[src/rtl/bof_pkg.sv]
// Package with opcodes, status-word layout and bus constants for the bit datapath.
package bof_pkg;
   localparam int unsigned DATA_W = 8;
   // Status-word bit positions.
   localparam logic [2:0] SW_C = 3'h0;
   localparam logic [2:0] SW_Z = 3'h1;
   localparam logic [2:0] SW_N = 3'h2;
   localparam logic [2:0] SW_V = 3'h3;
   localparam logic [2:0] SW_S = 3'h4;
   localparam logic [2:0] SW_H = 3'h5;
   localparam logic [2:0] SW_T = 3'h6;
   localparam logic [2:0] SW_I = 3'h7;
   localparam logic [7:0] SW_RESET = 8'h00;
   localparam logic [7:0] REG_RESET = 8'h00;
   localparam logic [7:0] IO_RESET = 8'h00;
   // Register map, byte addresses.
   localparam logic [7:0] ADDR_CTRL = 8'h00;
   localparam logic [7:0] ADDR_OPERAND = 8'h04;
   localparam logic [7:0] ADDR_STATUS = 8'h08;
   localparam logic [7:0] ADDR_RESULT = 8'h0c;
   localparam logic [7:0] ADDR_IO = 8'h10;
   localparam logic [7:0] ADDR_CYCLES = 8'h14;
   // Control word fields.
   localparam int unsigned CTRL_OP_LSB = 0;
   localparam int unsigned CTRL_SEL_LSB = 8;
   localparam int unsigned CTRL_SRAM_BIT = 12;
   localparam int unsigned CTRL_EXT_BIT = 13;
   localparam logic [3:0] EXT_EXTRA_CYCLES = 4'h1;
   localparam logic [3:0] BASE_CYCLES = 4'h1;
   localparam logic [3:0] SRAM_EXTRA_CYCLES = 4'h1;
   localparam logic [31:0] UNMAPPED_READ = 32'h0000_0000;

   typedef enum logic [4:0] {
      OP_NOP = 5'h00,
      OP_ROTATE_LEFT_CARRY = 5'h01,
      OP_ROTATE_RIGHT_CARRY = 5'h02,
      OP_ARITH_SHIFT_RIGHT = 5'h03,
      OP_SWAP = 5'h04,
      OP_FLAG_SET = 5'h05,
      OP_FLAG_CLEAR = 5'h06,
      OP_IO_BIT_SET = 5'h07,
      OP_IO_BIT_CLEAR = 5'h08,
      OP_BIT_TO_TRANSFER = 5'h09,
      OP_TRANSFER_TO_BIT = 5'h0a,
      OP_OVERFLOW_SET = 5'h0b,
      OP_OVERFLOW_CLEAR = 5'h0c,
      OP_HALF_CARRY_SET = 5'h0d,
      OP_HALF_CARRY_CLEAR = 5'h0e,
      OP_SIGNED_SET = 5'h0f,
      OP_SIGNED_CLEAR = 5'h10
   } bof_op_t;

   typedef enum logic [1:0] {
      ST_IDLE = 2'b01,
      ST_BUSY = 2'b10
   } bof_state_t;

   typedef struct packed {
      logic [7:0] address;
      logic read;
      logic write;
      logic [31:0] writedata;
      logic [3:0] byteenable;
   } bof_av_req_t;

   typedef struct packed {
      logic [31:0] readdata;
      logic waitrequest;
   } bof_av_rsp_t;
endpackage

[src/rtl/bof_datapath.sv]
// Bit and flag execution datapath with an Avalon-MM register slave.
//
// Added by the designer: the address map and the Avalon-MM register port.
`timescale 1ns/100ps
`default_nettype none
module bof_datapath #(
   // Operand width and bit-select width; the logic serves only 8 and 3.
   parameter int unsigned DATA_W = 8,
   parameter int unsigned SEL_W = 3
) (
   // Clock and reset.
   input wire logic clk_sys,
   input wire logic rst,
   // Avalon-MM slave.
   input wire bof_pkg::bof_av_req_t av_req,
   output bof_pkg::bof_av_rsp_t av_rsp,
   // Execution state seen by the core.
   output logic [7:0] status_word,
   output logic [7:0] io_reg,
   output logic busy
);
   bof_pkg::bof_state_t state_ff;
   bof_pkg::bof_state_t nxt_state;
   logic [7:0] status_ff;
   logic [7:0] operand_ff;
   logic [7:0] result_ff;
   logic [7:0] io_ff;
   logic [3:0] cycles_ff;
   logic [3:0] wait_ff;
   logic [15:0] ctrl_ff;
   logic [7:0] nxt_result;
   logic [7:0] nxt_status;
   logic [7:0] nxt_io;
   logic [3:0] nxt_cycles;
   logic [31:0] rdata_ff;
   logic rvalid_ff;
   logic ctrl_wr;
   logic [4:0] op_code;
   logic [2:0] sel;
   logic in_sram;
   logic in_ext;
   logic [7:0] d;
   logic idle_wr;

   // The datapath is written for one byte and a 3-bit select only.
   if ((DATA_W != 8) || (SEL_W != 3)) begin : g_width_check
      $error("bof_datapath serves DATA_W 8 and SEL_W 3 only");
   end

   // A control write launches the operation; the slave stalls while busy
   // so that a second launch cannot overlap the multi-cycle variants.
   assign ctrl_wr = av_req.write && (av_req.address == bof_pkg::ADDR_CTRL)
      && (state_ff == bof_pkg::ST_IDLE);
   assign op_code = av_req.writedata[bof_pkg::CTRL_OP_LSB +: 5];
   assign sel = av_req.writedata[bof_pkg::CTRL_SEL_LSB +: 3];
   assign in_sram = av_req.writedata[bof_pkg::CTRL_SRAM_BIT];
   assign in_ext = av_req.writedata[bof_pkg::CTRL_EXT_BIT];
   assign d = operand_ff;
   assign idle_wr = av_req.write && (state_ff == bof_pkg::ST_IDLE);

   // Result and flags of the launched opcode.
   always_comb begin
      nxt_result = d;
      nxt_status = status_ff;
      nxt_io = io_ff;
      case (op_code)
         bof_pkg::OP_ROTATE_LEFT_CARRY: begin
            nxt_result = {d[6:0], status_ff[bof_pkg::SW_C]};
            nxt_status[bof_pkg::SW_C] = d[7];
            nxt_status[bof_pkg::SW_H] = d[3];
            nxt_status[bof_pkg::SW_N] = d[6];
            nxt_status[bof_pkg::SW_V] = d[6] ^ d[7];
            nxt_status[bof_pkg::SW_Z] = ({d[6:0], status_ff[0]} == 8'h00);
            nxt_status[bof_pkg::SW_S] = d[6] ^ (d[6] ^ d[7]);
         end
         bof_pkg::OP_ROTATE_RIGHT_CARRY: begin
            nxt_result = {status_ff[bof_pkg::SW_C], d[7:1]};
            nxt_status[bof_pkg::SW_C] = d[0];
            nxt_status[bof_pkg::SW_N] = status_ff[bof_pkg::SW_C];
            nxt_status[bof_pkg::SW_V] = status_ff[bof_pkg::SW_C] ^ d[0];
            nxt_status[bof_pkg::SW_Z] = ({status_ff[0], d[7:1]} == 8'h00);
            nxt_status[bof_pkg::SW_S] = d[0];
         end
         bof_pkg::OP_ARITH_SHIFT_RIGHT: begin
            nxt_result = {d[7], d[7:1]};
            nxt_status[bof_pkg::SW_C] = d[0];
            nxt_status[bof_pkg::SW_N] = d[7];
            nxt_status[bof_pkg::SW_V] = d[7] ^ d[0];
            nxt_status[bof_pkg::SW_Z] = ({d[7], d[7:1]} == 8'h00);
            nxt_status[bof_pkg::SW_S] = d[0];
         end
         bof_pkg::OP_SWAP: begin
            nxt_result = {d[3:0], d[7:4]};
         end
         bof_pkg::OP_FLAG_SET: begin
            nxt_status[sel] = 1'b1;
         end
         bof_pkg::OP_FLAG_CLEAR: begin
            nxt_status[sel] = 1'b0;
         end
         bof_pkg::OP_IO_BIT_SET: begin
            nxt_io[sel] = 1'b1;
         end
         bof_pkg::OP_IO_BIT_CLEAR: begin
            nxt_io[sel] = 1'b0;
         end
         bof_pkg::OP_BIT_TO_TRANSFER: begin
            nxt_status[bof_pkg::SW_T] = d[sel];
         end
         bof_pkg::OP_TRANSFER_TO_BIT: begin
            nxt_result[sel] = status_ff[bof_pkg::SW_T];
         end
         bof_pkg::OP_OVERFLOW_SET: begin
            nxt_status[bof_pkg::SW_V] = 1'b1;
         end
         bof_pkg::OP_OVERFLOW_CLEAR: begin
            nxt_status[bof_pkg::SW_V] = 1'b0;
         end
         bof_pkg::OP_HALF_CARRY_SET: begin
            nxt_status[bof_pkg::SW_H] = 1'b1;
         end
         bof_pkg::OP_HALF_CARRY_CLEAR: begin
            nxt_status[bof_pkg::SW_H] = 1'b0;
         end
         bof_pkg::OP_SIGNED_SET: begin
            nxt_status[bof_pkg::SW_S] = 1'b1;
         end
         bof_pkg::OP_SIGNED_CLEAR: begin
            nxt_status[bof_pkg::SW_S] = 1'b0;
         end
         default: begin
            nxt_result = d;
         end
      endcase
   end

   // Cycle cost of the launched opcode.
   // The external cost is a chosen figure; a slow external bus may need more.
   always_comb begin
      nxt_cycles = bof_pkg::BASE_CYCLES;
      if (in_sram) begin
         nxt_cycles = nxt_cycles + bof_pkg::SRAM_EXTRA_CYCLES;
      end
      if (in_ext) begin
         nxt_cycles = nxt_cycles + bof_pkg::EXT_EXTRA_CYCLES;
      end
   end

   // State update happens at the launch edge; the busy phase only stalls.
   always_ff @(posedge clk_sys or posedge rst) begin
      if (rst) begin
         status_ff <= bof_pkg::SW_RESET;
      end else if (ctrl_wr) begin
         status_ff <= nxt_status;
      end else if (idle_wr && (av_req.address == bof_pkg::ADDR_STATUS)) begin
         status_ff <= av_req.writedata[7:0];
      end
   end

   always_ff @(posedge clk_sys or posedge rst) begin
      if (rst) begin
         result_ff <= bof_pkg::REG_RESET;
      end else if (ctrl_wr) begin
         result_ff <= nxt_result;
      end
   end

   // A launch and a direct write cannot share a cycle: one address per beat.
   always_ff @(posedge clk_sys or posedge rst) begin
      if (rst) begin
         io_ff <= bof_pkg::IO_RESET;
      end else if (ctrl_wr) begin
         io_ff <= nxt_io;
      end else if (idle_wr && (av_req.address == bof_pkg::ADDR_IO)) begin
         io_ff <= av_req.writedata[7:0];
      end
   end

   always_ff @(posedge clk_sys or posedge rst) begin
      if (rst) begin
         cycles_ff <= 4'h0;
      end else if (ctrl_wr) begin
         cycles_ff <= nxt_cycles;
      end
   end

   // The last control word is kept so that software can read back its launch.
   always_ff @(posedge clk_sys or posedge rst) begin
      if (rst) begin
         ctrl_ff <= 16'h0000;
      end else if (ctrl_wr) begin
         ctrl_ff <= av_req.writedata[15:0];
      end
   end

   always_ff @(posedge clk_sys or posedge rst) begin
      if (rst) begin
         operand_ff <= bof_pkg::REG_RESET;
      end else if (av_req.write && (state_ff == bof_pkg::ST_IDLE)
         && (av_req.address == bof_pkg::ADDR_OPERAND)) begin
         operand_ff <= av_req.writedata[7:0];
      end else if (ctrl_wr) begin
         operand_ff <= nxt_result;
      end
   end

   // Extra cycles beyond the first hold the machine busy.
   always_comb begin
      nxt_state = state_ff;
      case (state_ff)
         bof_pkg::ST_IDLE: begin
            if (ctrl_wr && (nxt_cycles > bof_pkg::BASE_CYCLES)) begin
               nxt_state = bof_pkg::ST_BUSY;
            end
         end
         bof_pkg::ST_BUSY: begin
            if (wait_ff == 4'h1) begin
               nxt_state = bof_pkg::ST_IDLE;
            end
         end
         default: nxt_state = bof_pkg::ST_IDLE;
      endcase
   end

   always_ff @(posedge clk_sys or posedge rst) begin
      if (rst) begin
         state_ff <= bof_pkg::ST_IDLE;
      end else begin
         state_ff <= nxt_state;
      end
   end

   // One-cycle opcodes load zero here, so the countdown never runs for them.
   always_ff @(posedge clk_sys or posedge rst) begin
      if (rst) begin
         wait_ff <= 4'h0;
      end else if (ctrl_wr) begin
         wait_ff <= nxt_cycles - bof_pkg::BASE_CYCLES;
      end else if (wait_ff != 4'h0) begin
         wait_ff <= wait_ff - 4'h1;
      end
   end

   // Reads answer one cycle after the request; waitrequest covers the gap.
   always_ff @(posedge clk_sys or posedge rst) begin
      if (rst) begin
         rdata_ff <= bof_pkg::UNMAPPED_READ;
         rvalid_ff <= 1'b0;
      end else begin
         rvalid_ff <= av_req.read && !rvalid_ff;
         // Unmapped addresses read as zero so that software may probe safely.
         case (av_req.address)
            bof_pkg::ADDR_CTRL: begin
               rdata_ff <= {16'h0000, ctrl_ff};
            end
            bof_pkg::ADDR_OPERAND: begin
               rdata_ff <= {24'h00_0000, operand_ff};
            end
            bof_pkg::ADDR_STATUS: begin
               rdata_ff <= {24'h00_0000, status_ff};
            end
            bof_pkg::ADDR_RESULT: begin
               rdata_ff <= {24'h00_0000, result_ff};
            end
            bof_pkg::ADDR_IO: begin
               rdata_ff <= {24'h00_0000, io_ff};
            end
            bof_pkg::ADDR_CYCLES: begin
               rdata_ff <= {28'h000_0000, cycles_ff};
            end
            default: begin
               rdata_ff <= bof_pkg::UNMAPPED_READ;
            end
         endcase
      end
   end

   always_comb begin
      av_rsp.readdata = rdata_ff;
      av_rsp.waitrequest = (av_req.read && !rvalid_ff)
         || (av_req.write && (state_ff != bof_pkg::ST_IDLE));
   end

   assign status_word = status_ff;
   assign io_reg = io_ff;
   assign busy = (state_ff != bof_pkg::ST_IDLE);
endmodule
`default_nettype wire

[config.mk]
export PLATFORM = sky130hd
export DESIGN_NAME = bof_datapath
export DESIGN_NICKNAME = d
export VERILOG_FILES = /design/src/rtl/bof_pkg.sv /design/src/rtl/bof_datapath.sv
export SDC_FILE = /design/constraint.sdc
export NUM_CORES = 1
export LEC_CHECK = 0
export BUFFER_PORTS_ARGS = -buffer_cell sky130_fd_sc_hd__buf_4
export CELL_PAD_IN_SITES_DETAIL_PLACEMENT = 1
export CELL_PAD_IN_SITES_GLOBAL_PLACEMENT = 1
export CORE_ASPECT_RATIO = 0.5
export CORE_UTILIZATION = 28
export DETAILED_ROUTE_END_ITERATION = 8
export GPL_TIMING_DRIVEN = 0
export PLACE_DENSITY_LB_ADDON = 0.1
export RECOVER_POWER = 50
export SKIP_LAST_GASP = 1
export SYNTH_ARGS = -nofsm -noshare
export SYNTH_HDL_FRONTEND = slang
export SYNTH_SLANG_ARGS = --single-unit
[constraint.sdc]
create_clock -name clk_sys -period 2.51 [get_ports clk_sys]
set_clock_uncertainty 0.1 [all_clocks]
set_input_delay 0.753 -clock clk_sys [delete_from_list [all_inputs] [get_ports clk_sys]]
set_output_delay 0.753 -clock clk_sys [all_outputs]
set_load 0.01 [all_outputs]
==> results.md, run 1 <==
- Number of H-tree levels: 3
- Post-synthesis instance area: 4780 µm²
- Detailed Place HPWL: 13.8 mm
- Synthesis-to-finish area growth: 31.5%
- Buffers added on ports: 55
- Worst hold start: rvalid_ff
- Crit. End Element: flip-flop
- Vias in the first global route: 4656
- Source-to-sink clock delay at the later pin of the worst-skew pair: 340 ps
- Seq/Total Area, Yosys: 0.382
- Relative contribution of combinational cells to total power: 0.210
- Gpl congestion: 0.871
- CTS clock-pin slew for the worst setup and hold paths: 60 ps
- Net count of the finished layout: 699
- Via density per instance: 5.33
- Number of buffers and inverters on the critical path: 2
- Number of different library cells in the post-synthesis netlist: 63
- TritonCTS clock tree: built
- CP delay by family, top: simple AND/OR/NAND/NOR gates
- Number of pins with negative max-slew slack in the final report: 36
- Final Cell Area: 6290 µm²
- Final WS setup: -44.4 ps
- # setup viols final: 4
- Share of synthesized registers carrying an async set or reset: 1.00
- Internal power of the cells: 2.22 mW
- Max-cap violations: 1
- Initial DRC Count: 317
- Crit path arrival time: 2680 ps
- Worst-path maximum fanout: 7
- Full die area: 17600 µm²
- Final Util: 0.381
- CTS sink cnt: 73
- Count of pins on the block boundary: 98
- Reg2reg end: status_word[3]
- Violated checks: max-capacitance violations, max-slew violations, negative setup slack
- Inserted Clock Buffers: 9
- Seq pwr share: 0.403
- Hold crit path type: flip-flop to flip-flop
- CP peak stage delay: 560 ps
- Pre-CTS setup slack: -1200 ps
- Longest Clk Path Bufs: 2
- Launch instance of the worst register-to-register path: d[7]
- Cell breakdown of the critical path: buf_8 -> or4_4 -> buf_4 -> nor4_4 -> and2_2 -> nor2_1 -> a221o_1
- Run status: finished with violations
- Post-route antenna net violation count: 0
- Depth of the most critical reg-to-reg path: 6
- Required @ worst endpoint: 2640 ps
- Horiz. Die Dim: 187 µm
- Vias after detailed routing: 4672
- Total wire length: 19.0 mm
- Count of standard-cell rows: 33
- Max frequency: 391 MHz
- Effective utilization at floorplan: 0.290
- Initial antenna violation count: 1
- Power density over the cells: 521 nW/µm²
- Final critical delay including setup and external delays: 2550 ps
- Number of warnings reported in the yosys synthesis log: 0
- Number of flops mapped to enable cells by yosys: 0
- GRT Util Overall: 0.221
- Pwr Total: 3.28 mW
- Master of the slowest instance on the critical path: or4_4
- Detailed Routing Iterations Pass 1: 5
- Switching component of the power: 1.06 mW
- Fraction of power spent switching nets: 0.322
- Relative contribution of the clock network to total power: 0.387
- GR Overflow Total: 0
- Cell area after placement: 5640 µm²
- Synth Register Bits: 73
- Antenna fix cells: 0
- Hold violation total from the final report: 0
- Vert. Die Dim: 94.4 µm
- Root Buffer: clkbuf_16
- Final worst path period share: 1.02
- Global-route wire length before repair: 28.7 mm
- Largest net degree at the start of global routing: 40
- RSZ-0062 raised after global routing: yes
- Lkg Pwr: 2.90 nW
- Worst-margin pin slew: 1610 ps
- Headroom to the max-slew limit: -0.0825
- Worst setup path end: d[6]
- Count of mapped cells out of synthesis: 548
- Count of unresolved DRC violations after routing: 0
- Worst voltage drop across the vdd grid: 0.247 mV
- Number of hold-repair buffers added at the cts stage: 0
- Placeable core area: 16500 µm²
- Avg Synthesized Cell Area: 8.73 µm²
- Proportion of layout cells with a drive suffix above 1: 0.275
- FF-to-FF setup slack: 190 ps
- Critical Path Source: av_req[45]
- Critical path startpoint category: input port
- Logic depth of the worst setup path including buffers: 7
- Average wire per cell in the routed design: 21.7 µm
- Top FF cell, synth: dfrtp_1
- Crit Path Class: input port to flip-flop
==> through the flow <==
step | setup TNS, ps | hold WS [ps] | std cells
after floorplan | -7170 | 289 | 563
after global placement | -46620 | 299 | 845
after detailed placement | -45750 | 312 | 846
after CTS | -1050 | 321 | 870
after global routing | -2470 | 350 | 877
final | -85.1 | 320 | 877
==> cell families (layout without fill, tap and decap cells) <==
| family | Yosys count | after routing | synth area share |
|---|---|---|---|
| and+or+nand+nor | 207 | 207 | 0.217 |
| AOI/OAI and AO/OA | 138 | 138 | 0.191 |
| buffers and inverters | 78 | 165 | 0.0769 |
| DFF | 73 | 73 | 0.382 |
| muxes | 38 | 38 | 0.103 |
| xor gates and xnor gates | 7 | 7 | 0.0128 |
| adders and majority gates | 6 | 6 | 0.0157 |
| other | 1 | 16 | 0.000784 |
==> synthesized netlist by cell type (5+ instances only) <==
library cell  instances  area [µm²]
mux2i_1              19         190
clkbuf_1             42         158
a22o_1                6        52.6
o31ai_1               8        60.1
inv_1                14        52.6
a31oi_1               7        43.8
nor4_1                6        37.5
o21ai_0              30         150
nor2_1               33         124
buf_4                16         120
nor3b_1               8        60.1
nand3_1              17        85.1
nor2b_1               6        37.5
mux4_2                8         180
o221ai_1              5        43.8
nor3_1                5        25.0
o22ai_1               5        31.3
mux2_1                7        78.8
a21o_1                7        52.6
and3b_1               9        78.8
ha_1                  6        75.1
and2_1               13        81.3
a21oi_1              32         160
a22oi_1               6        45.0
nand2_1              88         330
dfrtp_1              72        1800
==> cell type report <==
| class | instances | area, µm² |
|---|---|---|
| Clock buffer | 9 | 225 |
| Clock inverter | 7 | 61.3 |
| Timing Repair Buffer | 75 | 566 |
| Sequential cell | 73 | 1830 |
| Multi-Input combinational cell | 412 | 2900 |
| Tap cell | 227 | 284 |
| Buffer | 60 | 377 |
| Fill cell | 1927 | 10200 |
| Inverter | 14 | 53.8 |
==> power groups by stage <==
| stage | Sequential [mW] | Clock [mW] | Combinational (mW) |
|---|---|---|---|
| 2_1_floorplan | 1.32 | 0 | 0.426 |
| 3_3_place_gp | 1.34 | 0 | 0.629 |
| 5_1_grt | 1.33 | 1.35 | 0.756 |
| 6_report | 1.32 | 1.27 | 0.688 |
| 4_1_cts | 1.32 | 1.30 | 0.675 |
| 3_5_place_dp | 1.34 | 0 | 0.644 |
==> worst min-delay path by stage <==
stage	end	slack, ps	cells after the start
after floorplan	rvalid_ff	290	1
after CTS	rvalid_ff	320	1
after global placement	rvalid_ff	300	1
after detailed placement	rvalid_ff	310	1
final	rvalid_ff	320	1
after global routing	rvalid_ff	350	1
==> what timing repair did <==
action / in CTS / in global routing
buffers inserted: 10 / 9
setup endpoints to repair: 54 / 49
pin swaps: 8 / 6
gates resized for setup: 50 / 32
==> routing by layer <==
metal / GRT usage / part of all wire / vias up
li1: - / - / 2121
met1: 0.308 / 0.48 / 2326
met2: 0.340 / 0.43 / 197
met3: 0.0483 / 0.074 / 28
met4: 0.0745 / 0.019 / 0
met5: 0 / 0 / -
==> worst reg2reg max path: cells and delay by family, from the launching register on <==
| kind | cells | cell delay (ps) |
|---|---|---|
| compound gates | 4 | 850 |
| xor+xnor | 1 | 180 |
| buf+inv | 1 | 560 |
| flops | 1 | 510 |
==> cell usage in the layout (no fill, tap or decap), types with 16 or more instances in the layout <==
cell and count:
nor2_1 31, mux2i_1 19, nand3_1 17, buf_4 73, conb_1 16, o21ai_0 28
dfrtp_1 72, a21oi_1 23, nand2_1 88, clkbuf_1 28
Power figures use the tool's default switching activity.
==> inputs of run 2 (changes only) <==
--- a/config.mk
+++ b/config.mk
@@ -14,6 +14,7 @@
 export GPL_TIMING_DRIVEN = 0
 export PLACE_DENSITY_LB_ADDON = 0.1
 export RECOVER_POWER = 50
+export SETUP_SLACK_MARGIN = 0.4
 export SKIP_LAST_GASP = 1
 export SYNTH_ARGS = -nofsm -noshare
 export SYNTH_HDL_FRONTEND = slang
==> constraint.sdc (replaced) <==
create_clock -name clk_sys -period 2.84 [get_ports clk_sys]
set_clock_uncertainty 0.1 [all_clocks]
set_input_delay 0.568 -clock clk_sys [delete_from_list [all_inputs] [get_ports clk_sys]]
set_output_delay 0.568 -clock clk_sys [all_outputs]
set_load 0.01 [all_outputs]
==> results.md, run 2 (same netlist as run 1, synthesis figures left out) <==
- Final sum of negative setup slack: 0 ps
- Count of pins on the block boundary: 98
- Most congested layer reported by global routing: met2
- Root Buffer: clkbuf_16
- Headroom to the max-slew limit: -0.197
- Power density over the cells: 494 nW/µm²
- Critical path startpoint category: input port
- Count of standard-cell rows: 33
- CTS clock-pin slew for the worst setup and hold paths: 60 ps
- Horiz. Die Dim: 187 µm
- Crit. End Element: flip-flop
- Hold violation total from the final report: 0
- Initial antenna violation count: 0
- Cell breakdown of the critical path: buf_8 -> or4_4 -> or4_4 -> buf_8 -> nor3_4 -> buf_12 -> a21oi_1 -> mux2_1
- Source-to-sink clock delay at the later pin of the worst-skew pair: 350 ps
- M1 GR Usage: 0.325
- CP delay by family, top: simple AND/OR/NAND/NOR gates
- Number of hold-repair buffers added at the cts stage: 0
- Crit Path Class: input port to flip-flop
- Final worst path period share: 0.870
- Detailed Routing Iterations Pass 1: 5
- Number of pins with negative max-slew slack in the final report: 35
- Hold crit path type: input port to flip-flop
- Count of unresolved DRC violations after routing: 0
- Master of the slowest instance on the critical path: or4_4
- Number of buffers and inverters on the critical path: 3
- GR Overflow Total: 0
- Global-route met2 utilization: 0.355
- Lkg Pwr: 2.85 nW
- Average wire per cell in the routed design: 22.1 µm
- TritonCTS clock tree: built
- Via density per instance: 5.39
- Sequential cell area: 1830 µm²
- Run status: finished with violations
- CTS sink cnt: 73
- Vias in the first global route: 4814
- Global-route wire length before repair: 29.8 mm
- Initial DRC Count: 377
- Violated checks: max-capacitance violations, max-slew violations
- Worst-path maximum fanout: 8
- Full die area: 17600 µm²
- GRT Util Overall: 0.227
- Worst voltage drop across the vdd grid: 0.321 mV
- Net count of the finished layout: 694
- # setup viols final: 0
- Final WS setup: 370 ps
- Max frequency: 405 MHz
- RSZ-0062 raised after global routing: yes
- Placed cell count: 846
- Met3 Use GR: 0.0431
- Relative contribution of combinational cells to total power: 0.197
- Relative contribution of the clock network to total power: 0.422
- Proportion of layout cells with a drive suffix above 1: 0.242
- Inserted Clock Buffers: 9
- Crit path arrival time: 2590 ps
- Total wire length: 19.3 mm
- Area taken by multi-input logic gates: 2830 µm²
- Most common cell after layout, fill and taps aside: nand2_1
- Detailed Place HPWL: 13.8 mm
- Non-filler cells, final: 872
- Switching component of the power: 0.925 mW
- Longest Clk Path Bufs: 2
- Post-route antenna net violation count: 0
- Gpl congestion: 0.833
- Number of filler instances in the final layout: 1964
- Final Util: 0.375
- Effective utilization at floorplan: 0.290
- Final critical delay including setup and external delays: 2470 ps
- Fraction of power spent switching nets: 0.303
- Internal power of the cells: 2.13 mW
- Top library cells by usage in the layout, fill and taps aside: 87 x nand2_1, 72 x dfrtp_1, 63 x buf_4
- CP peak stage delay: 580 ps
- Synthesis-to-finish area growth: 29.4%
- Buffers added on ports: 55
- Seq pwr share: 0.380
- Required @ worst endpoint: 2960 ps
- Number of H-tree levels: 3
- Vert. Die Dim: 94.4 µm
- Vias after detailed routing: 4702
- Placeable core area: 16500 µm²
- Pre-CTS setup slack: -665 ps
- Largest net degree at the start of global routing: 40
- Max-cap violations: 1
- Antenna fix cells: 0
- Worst-margin pin slew: 1790 ps
## run 2: stage by stage
| stage | power, mW | area [µm²] | hold slack (ps) |
|---|---|---|---|
| after floorplan | 1.54 | 4900 | 289 |
| after global placement | 1.74 | 5600 | 298 |
| after CTS | 3.07 | 6150 | 313 |
| final | 3.06 | 6190 | 330 |
| after global routing | 3.19 | 6190 | 335 |
| after detailed placement | 1.75 | 5620 | 303 |
## run 2: what timing repair did
action / 4_1_cts / 5_1_grt
gates resized for setup: 38 / 31
endpoints found under the setup margin: 48 / 39
buffers inserted: 6 / 4
pin swaps: 5 / 5
## run 2: worst paths after layout
check | from | endpoint | slack [ps] | cells after the start
min | av_req[19] | ctrl_ff[15] | 330 | 3
min reg2reg | rvalid_ff | rvalid_ff | 330 | 1
max in group asynchronous | rst | state_ff[0] | 1140 | 3
min in group asynchronous | rst | rdata_ff[9] | 570 | 2
max reg2reg | state_ff[0] | flip-flop | 450 | 7
max | av_req[45] | flip-flop | 370 | 8
## run 2: cell type report
type	instances	area share
clock buffers	9	0.0364
inverters	14	0.00870
flip-flops and latches	73	0.295
well taps	227	0.0459
repair buffers	66	0.0762
multi-input cells	412	0.457
plain buffers	64	0.0641
clock inverters	7	0.0166
## run 2: worst reg2reg max path, cell delays in order (launching register included)
cell,delay (ps)
dfstp_2,540
nand3b_1,200
or4_4,540
buf_8,160
nor3_4,160
buf_12,170
a21oi_1,70
mux2_1,340
## run 2: layer usage
| metal | vias to the layer above | wire length (µm) | share of wire |
|---|---|---|---|
| li1 | 2120 | - | - |
| met4 | 0 | 179 | 0.0093 |
| met2 | 148 | 8340 | 0.43 |
| met5 | - | 0 | 0 |
| met3 | 18 | 1110 | 0.057 |
| met1 | 2416 | 9650 | 0.50 |
## run 2: power by group through the flow
stage	sequential (mW)	clock (mW)	combinational [mW]
after floorplan	1.17	0	0.375
after global placement	1.18	0	0.561
after detailed placement	1.18	0	0.571
after CTS	1.16	1.32	0.591
after global routing	1.17	1.35	0.663
final	1.16	1.29	0.603
